### src/ccmce_pkg.sv
// Package with constants, register map and field layout of the engine.
package ccmce_pkg;
  // ----------------------------------------------------------------
  // Widths
  // ----------------------------------------------------------------
  localparam int SEQ_W = 32;
  localparam int CNT_W = 32;
  localparam int PORT_W = 6;
  localparam int TLV_W = 8;
  localparam int RUN_W = 16;
  localparam int MISS_W = 3;
  localparam int SEL_W = 3;
  localparam int TMR_N = 8;
  localparam int AW = 8;
  localparam int DW = 32;
  localparam int CTRL_W = 13;
  localparam int IRQ_N = 5;
  localparam int ST_N = 8;
  // ----------------------------------------------------------------
  // Register byte addresses
  // ----------------------------------------------------------------
  localparam logic [AW-1:0] A_CTRL = 8'h00;
  localparam logic [AW-1:0] A_IRQEN = 8'h04;
  localparam logic [AW-1:0] A_STICKY = 8'h08;
  localparam logic [AW-1:0] A_TXSEQ = 8'h0c;
  localparam logic [AW-1:0] A_RXSEQ = 8'h10;
  localparam logic [AW-1:0] A_LAST = 8'h14;
  localparam logic [AW-1:0] A_STAT = 8'h18;
  localparam logic [AW-1:0] A_GOOD = 8'h1c;
  localparam logic [AW-1:0] A_BAD = 8'h20;
  localparam logic [AW-1:0] A_SEQERR = 8'h24;
  localparam logic [AW-1:0] A_THRESH = 8'h28;
  // ----------------------------------------------------------------
  // Field positions
  // ----------------------------------------------------------------
  localparam int C_HW = 0;
  localparam int C_LOSS = 1;
  localparam int C_OVW = 2;
  localparam int C_CHK = 3;
  localparam int C_RDI = 4;
  localparam int C_CPA = 5;
  localparam int C_CPL = 6;
  localparam int C_MSEL = 7;
  localparam int C_LSEL = 10;
  localparam int S_RDI = 0;
  localparam int S_LOC = 1;
  localparam int S_PST = 2;
  localparam int S_PORT = 3;
  localparam int S_IF = 4;
  localparam int S_SEEN = 5;
  localparam int S_LSEEN = 6;
  localparam int S_SEQ = 7;
  localparam int L_RDI = 0;
  localparam int L_LOC = 1;
  localparam int L_SRC = 4;
  localparam int L_PST = 16;
  localparam int L_IFS = 24;
  localparam int M_CNT = 0;
  localparam int M_INS = 3;
  localparam int M_NXT = 4;
  localparam int M_RUN = 8;
  // ----------------------------------------------------------------
  // Values
  // ----------------------------------------------------------------
  localparam logic [CTRL_W-1:0] CTRL_RST = 13'h0000;
  localparam logic [RUN_W-1:0] THRESH_RST = 16'h0003;
  localparam logic [RUN_W-1:0] RUN_MAX = 16'hffff;
  localparam logic [MISS_W-1:0] MISS_MAX = 3'h7;
  localparam logic [MISS_W-1:0] MISS_PRE = 3'h6;
  localparam logic [TLV_W-1:0] T_END = 8'h00;
  localparam logic [TLV_W-1:0] T_PORT = 8'h02;
  localparam logic [TLV_W-1:0] T_IF = 8'h04;
endpackage

### src/ccmce_engine.sv
// Continuity-check engine for one endpoint with its APB register file.
`timescale 1ns/1ps
`default_nettype none
// Function
// - With overwrite enabled, stamp stored Tx sequence into outgoing frames.
// - Every valid outgoing frame adds one to stored Tx sequence.
// - Outgoing RDI flag is replaced by the configured Tx RDI.
// - Valid received frame sets seen flag; loss frames set loss-seen flag.
// - With check on, mismatch against last plus one flags and counts error.
// - Received sequence number is saved after the check.
// - RDI change sets change flag, may interrupt, and stores new RDI.
// - Valid received frame clears the miss counter.
// - Frame arriving in lost state sets lost flag and clears the state.
// - Separate counters for valid and invalid received frames.
// - One-shot copy of next frame, plus copy-all enables per kind.
// - Record last source port, member port for aggregates.
// - Count consecutive frames on that port; reset on port change.
// - Count reaching global threshold sets stable flag, may interrupt.
// - Parse port and interface TLVs only first; others flag end error.
// - Store received status TLV values; changes set flags, may interrupt.
// - Three-bit miss counter steps on the selected period timer.
// - Miss count seven sets lost state; any change sets lost flag.
// - Insert-next flag turns next outgoing frame into loss frame, self-clears.
// - Insert-next is set by software or by the selected timer.
// - With processing off, frames pass unmodified and checks are skipped.
// - Loss frame needs both enables and a non-zero payload counter, unless insert-next forces it.
module ccmce_engine (
  input wire logic pclk,
  input wire logic presetn,
  input wire logic psel,
  input wire logic penable,
  input wire logic pwrite,
  input wire logic [ccmce_pkg::AW-1:0] paddr,
  input wire logic [ccmce_pkg::DW-1:0] pwdata,
  output logic [ccmce_pkg::DW-1:0] prdata,
  output logic pready,
  output logic pslverr,
  input wire logic [ccmce_pkg::TMR_N-1:0] timer_expire,
  input wire logic tx_valid,
  input wire logic [ccmce_pkg::SEQ_W-1:0] tx_seq_in,
  input wire logic tx_rdi_in,
  input wire logic tx_lm_nonzero,
  output logic tx_out_valid,
  output logic [ccmce_pkg::SEQ_W-1:0] tx_out_seq,
  output logic tx_out_rdi,
  output logic tx_out_loss,
  output logic tx_out_insert,
  input wire logic rx_valid,
  input wire logic rx_invalid,
  input wire logic [ccmce_pkg::SEQ_W-1:0] rx_seq,
  input wire logic rx_rdi,
  input wire logic rx_lm_nonzero,
  input wire logic [ccmce_pkg::PORT_W-1:0] rx_port,
  input wire logic rx_is_lag,
  input wire logic [ccmce_pkg::PORT_W-1:0] rx_member,
  input wire logic [ccmce_pkg::TLV_W-1:0] rx_t0_type,
  input wire logic [ccmce_pkg::TLV_W-1:0] rx_t0_val,
  input wire logic [ccmce_pkg::TLV_W-1:0] rx_t1_type,
  input wire logic [ccmce_pkg::TLV_W-1:0] rx_t1_val,
  output logic rx_copy_cpu,
  output logic rx_tlv_err,
  output logic irq
);
  import ccmce_pkg::*;

  // ----------------------------------------------------------------
  // Registers and decode
  // ----------------------------------------------------------------
  logic [CTRL_W-1:0] ctrl_r;
  logic [IRQ_N-1:0] irq_en_r;
  logic [ST_N-1:0] sticky_r;
  logic [ST_N-1:0] sticky_set;
  logic [SEQ_W-1:0] tx_seq_r;
  logic [SEQ_W-1:0] rx_seq_r;
  logic rdi_last_r;
  logic [PORT_W-1:0] src_r;
  logic [RUN_W-1:0] run_r;
  logic [RUN_W-1:0] run_nxt;
  logic [RUN_W-1:0] thresh_r;
  logic [TLV_W-1:0] pst_r;
  logic [TLV_W-1:0] ifs_r;
  logic [CNT_W-1:0] good_r;
  logic [CNT_W-1:0] bad_r;
  logic [CNT_W-1:0] seqerr_r;
  logic ins_r;
  logic nxt_r;
  logic [DW-1:0] rd_nxt;
  logic hit;
  logic acc;
  logic wr;
  logic hw_en;
  logic rx_go;
  logic rx_loss;
  logic seq_bad;
  logic ins_go;
  logic ins_set;
  logic tick;
  logic [PORT_W-1:0] src;
  logic port_vld;
  logic if_vld;
  logic end_err;
  logic [TLV_W-1:0] port_val;
  logic [TLV_W-1:0] if_val;
  logic [MISS_W-1:0] miss_cnt;
  logic loc;
  logic loc_set;
  logic loc_clr;

  assign acc = psel && penable && pready;
  assign wr = acc && pwrite;
  assign hw_en = ctrl_r[C_HW];
  assign rx_go = rx_valid && hw_en;
  assign rx_loss = rx_go && ctrl_r[C_LOSS] && rx_lm_nonzero;
  assign seq_bad = rx_go && ctrl_r[C_CHK] && rx_seq != rx_seq_r + 32'h1;
  assign ins_go = tx_valid && hw_en && ins_r;
  assign tick = timer_expire[ctrl_r[C_MSEL +: SEL_W]] && hw_en;
  assign ins_set = timer_expire[ctrl_r[C_LSEL +: SEL_W]]
    || (wr && paddr == A_STAT && pwdata[M_INS]);
  assign src = rx_is_lag ? rx_member : rx_port;
  assign run_nxt = (src != src_r) ? '0
    : (run_r == RUN_MAX) ? run_r : run_r + 16'h1;

  ccmce_tlv_parse u_ccmce_tlv_parse (
    .t0_type(rx_t0_type),
    .t0_val(rx_t0_val),
    .t1_type(rx_t1_type),
    .t1_val(rx_t1_val),
    .port_vld(port_vld),
    .port_val(port_val),
    .if_vld(if_vld),
    .if_val(if_val),
    .end_err(end_err)
  );

  ccmce_miss_track u_ccmce_miss_track (
    .pclk(pclk),
    .presetn(presetn),
    .tick(tick),
    .clear(rx_go),
    .count(miss_cnt),
    .loc(loc),
    .loc_set(loc_set),
    .loc_clr(loc_clr)
  );

  // ----------------------------------------------------------------
  // APB slave
  // ----------------------------------------------------------------
  // One wait state keeps prdata and pready straight from flip-flops.
  always_comb begin
    rd_nxt = '0;
    hit = 1'b1;
    unique case (paddr)
      A_CTRL: rd_nxt[CTRL_W-1:0] = ctrl_r;
      A_IRQEN: rd_nxt[IRQ_N-1:0] = irq_en_r;
      A_STICKY: rd_nxt[ST_N-1:0] = sticky_r;
      A_TXSEQ: rd_nxt = tx_seq_r;
      A_RXSEQ: rd_nxt = rx_seq_r;
      A_LAST: begin
        rd_nxt[L_RDI] = rdi_last_r;
        rd_nxt[L_LOC] = loc;
        rd_nxt[L_SRC +: PORT_W] = src_r;
        rd_nxt[L_PST +: TLV_W] = pst_r;
        rd_nxt[L_IFS +: TLV_W] = ifs_r;
      end
      A_STAT: begin
        rd_nxt[M_CNT +: MISS_W] = miss_cnt;
        rd_nxt[M_INS] = ins_r;
        rd_nxt[M_NXT] = nxt_r;
        rd_nxt[M_RUN +: RUN_W] = run_r;
      end
      A_GOOD: rd_nxt = good_r;
      A_BAD: rd_nxt = bad_r;
      A_SEQERR: rd_nxt = seqerr_r;
      A_THRESH: rd_nxt[RUN_W-1:0] = thresh_r;
      default: hit = 1'b0;
    endcase
  end

  always_ff @(posedge pclk or negedge presetn) begin
    if (!presetn) begin
      pready <= 1'b0;
      prdata <= '0;
      pslverr <= 1'b0;
    end else begin
      pready <= psel && penable && !pready;
      prdata <= (psel && penable && !pready && !pwrite && hit) ? rd_nxt : '0;
      pslverr <= psel && penable && !pready && !hit;
    end
  end

  always_ff @(posedge pclk or negedge presetn) begin
    if (!presetn) begin
      ctrl_r <= CTRL_RST;
      irq_en_r <= '0;
      thresh_r <= THRESH_RST;
    end else if (wr) begin
      if (paddr == A_CTRL) ctrl_r <= pwdata[CTRL_W-1:0];
      if (paddr == A_IRQEN) irq_en_r <= pwdata[IRQ_N-1:0];
      if (paddr == A_THRESH) thresh_r <= pwdata[RUN_W-1:0];
    end
  end

  // ----------------------------------------------------------------
  // Sticky flags and interrupt
  // ----------------------------------------------------------------
  always_comb begin
    sticky_set = '0;
    sticky_set[S_SEEN] = rx_go;
    sticky_set[S_LSEEN] = rx_loss;
    sticky_set[S_SEQ] = seq_bad;
    sticky_set[S_RDI] = rx_go && rx_rdi != rdi_last_r;
    sticky_set[S_LOC] = loc_set || loc_clr;
    sticky_set[S_PST] = rx_go && src == src_r
      && run_nxt == thresh_r && run_r != thresh_r;
    sticky_set[S_PORT] = rx_go && port_vld && port_val != pst_r;
    sticky_set[S_IF] = rx_go && if_vld && if_val != ifs_r;
  end

  // Set wins over a write-one-to-clear in the same cycle.
  always_ff @(posedge pclk or negedge presetn) begin
    if (!presetn) begin
      sticky_r <= '0;
    end else begin
      sticky_r <= (sticky_r & ~((wr && paddr == A_STICKY)
        ? pwdata[ST_N-1:0] : '0)) | sticky_set;
    end
  end

  always_ff @(posedge pclk or negedge presetn) begin
    if (!presetn) begin
      irq <= 1'b0;
    end else begin
      irq <= |(sticky_r[IRQ_N-1:0] & irq_en_r);
    end
  end

  // ----------------------------------------------------------------
  // Transmit path
  // ----------------------------------------------------------------
  always_ff @(posedge pclk or negedge presetn) begin
    if (!presetn) begin
      tx_seq_r <= '0;
    end else if (wr && paddr == A_TXSEQ) begin
      tx_seq_r <= pwdata;
    end else if (tx_valid) begin
      tx_seq_r <= tx_seq_r + 32'h1;
    end
  end

  always_ff @(posedge pclk or negedge presetn) begin
    if (!presetn) begin
      tx_out_valid <= 1'b0;
      tx_out_seq <= '0;
      tx_out_rdi <= 1'b0;
      tx_out_loss <= 1'b0;
      tx_out_insert <= 1'b0;
    end else begin
      tx_out_valid <= tx_valid;
      tx_out_seq <= (hw_en && ctrl_r[C_OVW]) ? tx_seq_r : tx_seq_in;
      tx_out_rdi <= hw_en ? ctrl_r[C_RDI] : tx_rdi_in;
      tx_out_loss <= tx_valid && hw_en && (ins_go
        || (ctrl_r[C_LOSS] && tx_lm_nonzero));
      tx_out_insert <= ins_go;
    end
  end

  // A timer expiry that meets an insertion keeps the flag set.
  always_ff @(posedge pclk or negedge presetn) begin
    if (!presetn) begin
      ins_r <= 1'b0;
    end else begin
      ins_r <= (ins_r && !ins_go) || ins_set;
    end
  end

  // ----------------------------------------------------------------
  // Receive path
  // ----------------------------------------------------------------
  always_ff @(posedge pclk or negedge presetn) begin
    if (!presetn) begin
      rx_seq_r <= '0;
      rdi_last_r <= 1'b0;
      src_r <= '0;
      run_r <= '0;
      pst_r <= '0;
      ifs_r <= '0;
    end else begin
      if (wr && paddr == A_RXSEQ) begin
        rx_seq_r <= pwdata;
      end else if (rx_go) begin
        rx_seq_r <= rx_seq;
      end
      if (rx_go) begin
        rdi_last_r <= rx_rdi;
        src_r <= src;
        run_r <= run_nxt;
      end
      if (rx_go && port_vld) pst_r <= port_val;
      if (rx_go && if_vld) ifs_r <= if_val;
    end
  end

  // Counters wrap; software reads differences between samples.
  always_ff @(posedge pclk or negedge presetn) begin
    if (!presetn) begin
      good_r <= '0;
      bad_r <= '0;
      seqerr_r <= '0;
    end else begin
      if (rx_valid) good_r <= good_r + 32'h1;
      if (rx_invalid) bad_r <= bad_r + 32'h1;
      if (seq_bad) seqerr_r <= seqerr_r + 32'h1;
    end
  end

  always_ff @(posedge pclk or negedge presetn) begin
    if (!presetn) begin
      nxt_r <= 1'b0;
      rx_copy_cpu <= 1'b0;
      rx_tlv_err <= 1'b0;
    end else begin
      nxt_r <= (nxt_r && !rx_go)
        || (wr && paddr == A_STAT && pwdata[M_NXT]);
      rx_copy_cpu <= rx_go && (nxt_r
        || (rx_loss ? ctrl_r[C_CPL] : ctrl_r[C_CPA]));
      rx_tlv_err <= rx_go && end_err;
    end
  end
endmodule
`default_nettype wire

### src/ccmce_miss_track.sv
// Saturating miss counter and loss-of-continuity state for one endpoint.
`timescale 1ns/1ps
`default_nettype none
module ccmce_miss_track (
  input wire logic pclk,
  input wire logic presetn,
  input wire logic tick,
  input wire logic clear,
  output logic [ccmce_pkg::MISS_W-1:0] count,
  output logic loc,
  output logic loc_set,
  output logic loc_clr
);
  import ccmce_pkg::*;

  // A received frame outranks a timer expiry in the same cycle.
  assign loc_set = tick && !clear && count == MISS_PRE;
  assign loc_clr = clear && loc;

  always_ff @(posedge pclk or negedge presetn) begin
    if (!presetn) begin
      count <= '0;
    end else if (clear) begin
      count <= '0;
    end else if (tick && count != MISS_MAX) begin
      count <= count + 3'h1;
    end
  end

  always_ff @(posedge pclk or negedge presetn) begin
    if (!presetn) begin
      loc <= 1'b0;
    end else if (clear) begin
      loc <= 1'b0;
    end else if (loc_set) begin
      loc <= 1'b1;
    end
  end
endmodule
`default_nettype wire

### src/ccmce_tlv_parse.sv
// Status TLV parser for the two TLV slots that follow the CCM header.
`timescale 1ns/1ps
`default_nettype none
module ccmce_tlv_parse (
  input wire logic [ccmce_pkg::TLV_W-1:0] t0_type,
  input wire logic [ccmce_pkg::TLV_W-1:0] t0_val,
  input wire logic [ccmce_pkg::TLV_W-1:0] t1_type,
  input wire logic [ccmce_pkg::TLV_W-1:0] t1_val,
  output logic port_vld,
  output logic [ccmce_pkg::TLV_W-1:0] port_val,
  output logic if_vld,
  output logic [ccmce_pkg::TLV_W-1:0] if_val,
  output logic end_err
);
  import ccmce_pkg::*;
  logic first_port;
  logic first_if;

  // Only the leading slots are looked at; a foreign TLV ends parsing.
  always_comb begin
    first_port = (t0_type == T_PORT);
    first_if = (t0_type == T_IF);
    port_vld = first_port;
    if_vld = first_if;
    port_val = t0_val;
    if_val = t0_val;
    end_err = 1'b0;
    if (!first_port && !first_if && t0_type != T_END) begin
      end_err = 1'b1;
    end
    if (first_port && t1_type == T_IF) begin
      if_vld = 1'b1;
      if_val = t1_val;
    end else if (first_if && t1_type == T_PORT) begin
      port_vld = 1'b1;
      port_val = t1_val;
    end else if ((first_port || first_if) && t1_type != T_END) begin
      end_err = 1'b1;
    end
  end
endmodule
`default_nettype wire
### config.mk
export PLATFORM = sky130hd
export DESIGN_NAME = ccmce_engine
export DESIGN_NICKNAME = d
export VERILOG_FILES = /design/src/ccmce_pkg.sv /design/src/ccmce_engine.sv /design/src/ccmce_miss_track.sv /design/src/ccmce_tlv_parse.sv
export SDC_FILE = /design/constraint.sdc
export NUM_CORES = 1
export LEC_CHECK = 0
export BUFFER_PORTS_ARGS = -buffer_cell sky130_fd_sc_hd__buf_2
export CAP_MARGIN = 40
export CORE_MARGIN = 3
export CORE_UTILIZATION = 58
export CTS_BUF_LIST = sky130_fd_sc_hd__clkbuf_16
export DETAILED_ROUTE_END_ITERATION = 8
export GPL_TIMING_DRIVEN = 0
export PLACE_DENSITY = 0.8
export SYNTH_ARGS = -nofsm -noshare
export SYNTH_HDL_FRONTEND = slang
export SYNTH_HIERARCHICAL = 1
export SYNTH_SLANG_ARGS = --single-unit
### constraint.sdc
create_clock -name pclk -period 3.8 [get_ports pclk]
set_input_delay 0.38 -clock pclk [delete_from_list [all_inputs] [get_ports pclk]]
set_output_delay 0.38 -clock pclk [all_outputs]
set_load 0.01 [all_outputs]
==> run summary <==
Final ANT Viol Nets: 0
Grt met2 use: 56.0%
R2R Path Start: rx_seq_r[1]
I/O pin count: 242
Rows: 63
EDFF count, synth: 0
Most used cell along the critical path: a21oi_1
Post-synthesis register bit count: 320
Synth Area in XOR/XNOR: 10.6%
Dominant cell type by area after synthesis: dfrtp_1
GR met3 Demand/Resource: 10.1%
Crit Path Category: reg -> reg
Initial Util: 59.2%
Post-Route WL: 61400 um
CP cell instances: ha_1 > clkbuf_1 > inv_1 > nor4_2 > a21oi_1 > o32ai_1 > nor3_1 > and4_1 > a21oi_1 > mux2_2
Setup WS post-layout: 0.139 ns
Largest family of logic cells by synthesized area: simple AND/OR/NAND/NOR gates
Die ar.: 32500 um2
Die height: 180 um
Post-synth net total: 1965
Register area: 8010 um2
Global-route wire length before repair: 92900 um
Yosys top cell area share: 45.1%
RR Endpoint: seqerr_r[1]
Hold Path Class: in -> reg
Post-synthesis average cell area: 9.86 um2
Slew HR: 39.0%
WL per Instance: 24.7 um
RSZ-0062 raised after global routing: no
Clock sinks: 320
Yosys cell types: 77
Slowest cell on crit path: nor4_2
Crit Path Max Fanout: 10
Adder-Cell Fraction of Synth Area: 0.639%
Tcrit/Tclk final: 96.4%
Failing checks: DRC
Post-DP HPWL: 46500 um
Total CTS buffers: 36
Peak supply drop: 0.331 mV
Leak Pwr: 9.23 nW
P&R area growth vs syn: 17.0%
Post-CTS resize count: 0
Pins Over Slew Limit: 0
CTS root buf: clkbuf_16
R2R Setup Slk: 0.14 ns
Inst Count DP: 2422
Vias in the first global route: 15900
Diodes inserted: 0
Port buffer count: 240
Grt met1 use: 50.2%
Total gr overflow: 0
Total number of vias: 16400
Status: complete, but fails checks
Clock Skews: 0.0158 ns
Tightest Pin Transition: 0.904 ns
Core area: 29800 um2
Total Nets Final: 2249
DRC viols: 12
Ranking of synthesized cells by area: dfrtp_1 45%, mux2_2 6.3%, xnor2_1 5.8%
Share of cells above drive strength 1: 21.1%
Top Usage Layer GRT: met2
Clock Latency Late Sink: 0.53 ns
DR iter-0 viols: 1926
TritonCTS clock tree: built
GRT Overall Usage: 36.6%
CP Capture Type: flop
Routability congestion estimate: 1.04
Hold path depth: 1
Syn Std Cell Area: 17600 um2
Compound-cell area share of the yosys netlist: 14.3%
Clock Path Buffers: 3
TritonRoute pass-1 iters: 9
Mapped Cells: 1787
Buf/Inv on CP: 2
Crit-path leading delay family: simple AND/OR/NAND/NOR gates
Non-Filler Instances: 2487
CTS H-Tree Depth: 2
Max Cap Viol: 0
Worst hold start: tx_valid
Largest net degree at the start of global routing: 117
Via/cell ratio: 6.60
Pre-CTS WS: 0.249 ns
Worst EP required: 4.21 ns
Pwr dens: 391 nW/um2
Hold EP: tx_out_valid
Fraction of registers with async set/reset: 100%
Final setup vio count: 0
Worst path max stage delay: 0.57 ns
Die X: 180 um
Initial antenna violation count: 1
Critical Path AT: 4.07 ns
Multi-input gate area: 9120 um2
Ys Warns: 6
Post-synthesis mux area share: 8.37%
Top_reg_cell synth: dfrtp_1
Clock Pin Slew Worst Setup and Hold Paths: 0.06 ns
Startpoint types: flop
Fin crit period: 3.66 ns
Fin. Hold Viols: 0
Reg2Reg Depth: 10
F_max: 0.273 GHz
Filler cells: 2341
Sequential share of the synthesized area: 45.4%
Synth Area in Simple Gates: 17.8%
==> how the worst max path moves through the flow <==
| stage | slack (ns) | depth (start not counted) | to | startpoint |
|---|---|---|---|---|
| finish | 0.14 | 10 | seqerr_r[1] | rx_seq_r[1] |
| global route | 0.005 | 10 | seqerr_r[1] | rx_seq_r[1] |
| CTS | 0.23 | 10 | seqerr_r[1] | rx_seq_r[1] |
| detailed placement | 0.25 | 10 | seqerr_r[1] | rx_seq_r[1] |
| global placement | -3.65 | 1 | rx_seq_r[20] | presetn |
| floorplan | 1.06 | 10 | seqerr_r[1] | rx_seq_r[1] |
==> synthesized netlist by cell type, types with 5 or more instances <==
master / number
inv_1: 19
o31ai_1: 9
nor4_1: 18
dfrtp_1: 318
nand4_1: 51
nor3_1: 24
a22o_1: 18
nor2_1: 141
and3_1: 39
a21oi_1: 76
a31oi_1: 70
nand3b_1: 5
xor2_1: 94
a211oi_1: 11
mux2_2: 99
and2_1: 14
nor2b_1: 9
a221oi_1: 17
and4_1: 19
clkbuf_1: 81
o21ai_0: 36
o211ai_1: 5
buf_1: 8
or3_1: 8
ha_1: 9
mux2i_1: 15
nand3_1: 75
a222oi_1: 20
nand2_1: 197
mux2_4: 8
xnor2_1: 116
a22oi_1: 63
nand2b_1: 7
buf_2: 6
==> where the power goes <==
part | total (mW) | internal, mW | leakage, nW | switching (mW)
combinational | 0.693 | 0.305 | 4.30 | 0.388
clock | 3.55 | 2.09 | 0.609 | 1.46
sequential | 3.82 | 3.55 | 4.32 | 0.265
==> layout make-up <==
class / instances / area share, %
sequential: 320 / 38.9
multi-input combinational: 1346 / 44.2
timing repair buffer: 246 / 6.34
clock buffer: 38 / 4.61
tap: 390 / 2.37
inverter: 19 / 0.346
buffer: 102 / 2.08
clock inverter: 26 / 1.18
==> cell families after synthesis <==
logic type | count (synthesis)
and+or+nand+nor | 633
AOI/OAI and AO/OA | 367
DFF | 320
xor gates and xnor gates | 211
muxes | 126
buffers and inverters | 121
adders and majority gates | 9
==> sequential cells by signal (all words and copies together) (netlist names), 6 cells and up <==
name,flops
bad_r,32
good_r,32
prdata,32
rx_seq_r,32
seqerr_r,32
tx_out_seq,32
tx_seq_r,32
run_r,16
thresh_r,16
ctrl_r,13
ifs_r,8
pst_r,8
sticky_r,8
src_r,6
==> metrics by stage <==
| stage | total power, mW | util [%] | TNS, ns | instance area [um2] | hold slack, ns |
|---|---|---|---|---|---|
| CTS | 8.05 | 69.2 | 0 | 20600 | 0.0368 |
| finish | 8.07 | 69.2 | 0 | 20600 | 0.0478 |
| global route | 8.28 | 69.2 | 0 | 20600 | 0.0486 |
| detailed placement | 4.54 | 65.2 | 0 | 19400 | 0.465 |
| floorplan | 4.11 | - | 0 | 17600 | 0.0844 |
| global placement | 4.50 | 64.8 | -1155.63 | 19300 | 0.463 |
==> routing by layer <==
| metal | wire [um] | up-vias |
|---|---|---|
| met5 | 13 | - |
| met4 | 2880 | 2 |
| met3 | 7530 | 229 |
| met2 | 27100 | 1083 |
| met1 | 23900 | 8001 |
| li1 | - | 7109 |
==> repair_timing <==
item / CTS / global route
hold buffers: 1 / 0
endpoints found under the hold margin: 105 / 0
buffers inserted: 0 / 0
==> cells in the final DEF (no fill, tap or decap), drive strengths merged, types with 4 or more instances in the layout <==
cell / instances
a21boi: 4
clkinv: 12
a21oi: 77
nand2b: 7
nand3b: 5
ha: 9
inv: 27
a22oi: 63
a31oi: 70
o31ai: 9
a32o: 4
xor2: 94
buf: 265
o21ai: 36
nand3: 75
mux2: 107
bufinv: 4
dfrtp: 318
and4: 19
o211ai: 5
xnor2: 116
nand2: 197
or2: 4
a221oi: 17
mux4: 4
clkbuf: 120
or3: 8
and3: 39
nor4: 22
nor2: 141
nand4: 52
and2: 19
a211oi: 12
nor2b: 10
a22o: 18
mux2i: 15
nor3: 24
a222oi: 20
Power figures use the tool's default switching activity.
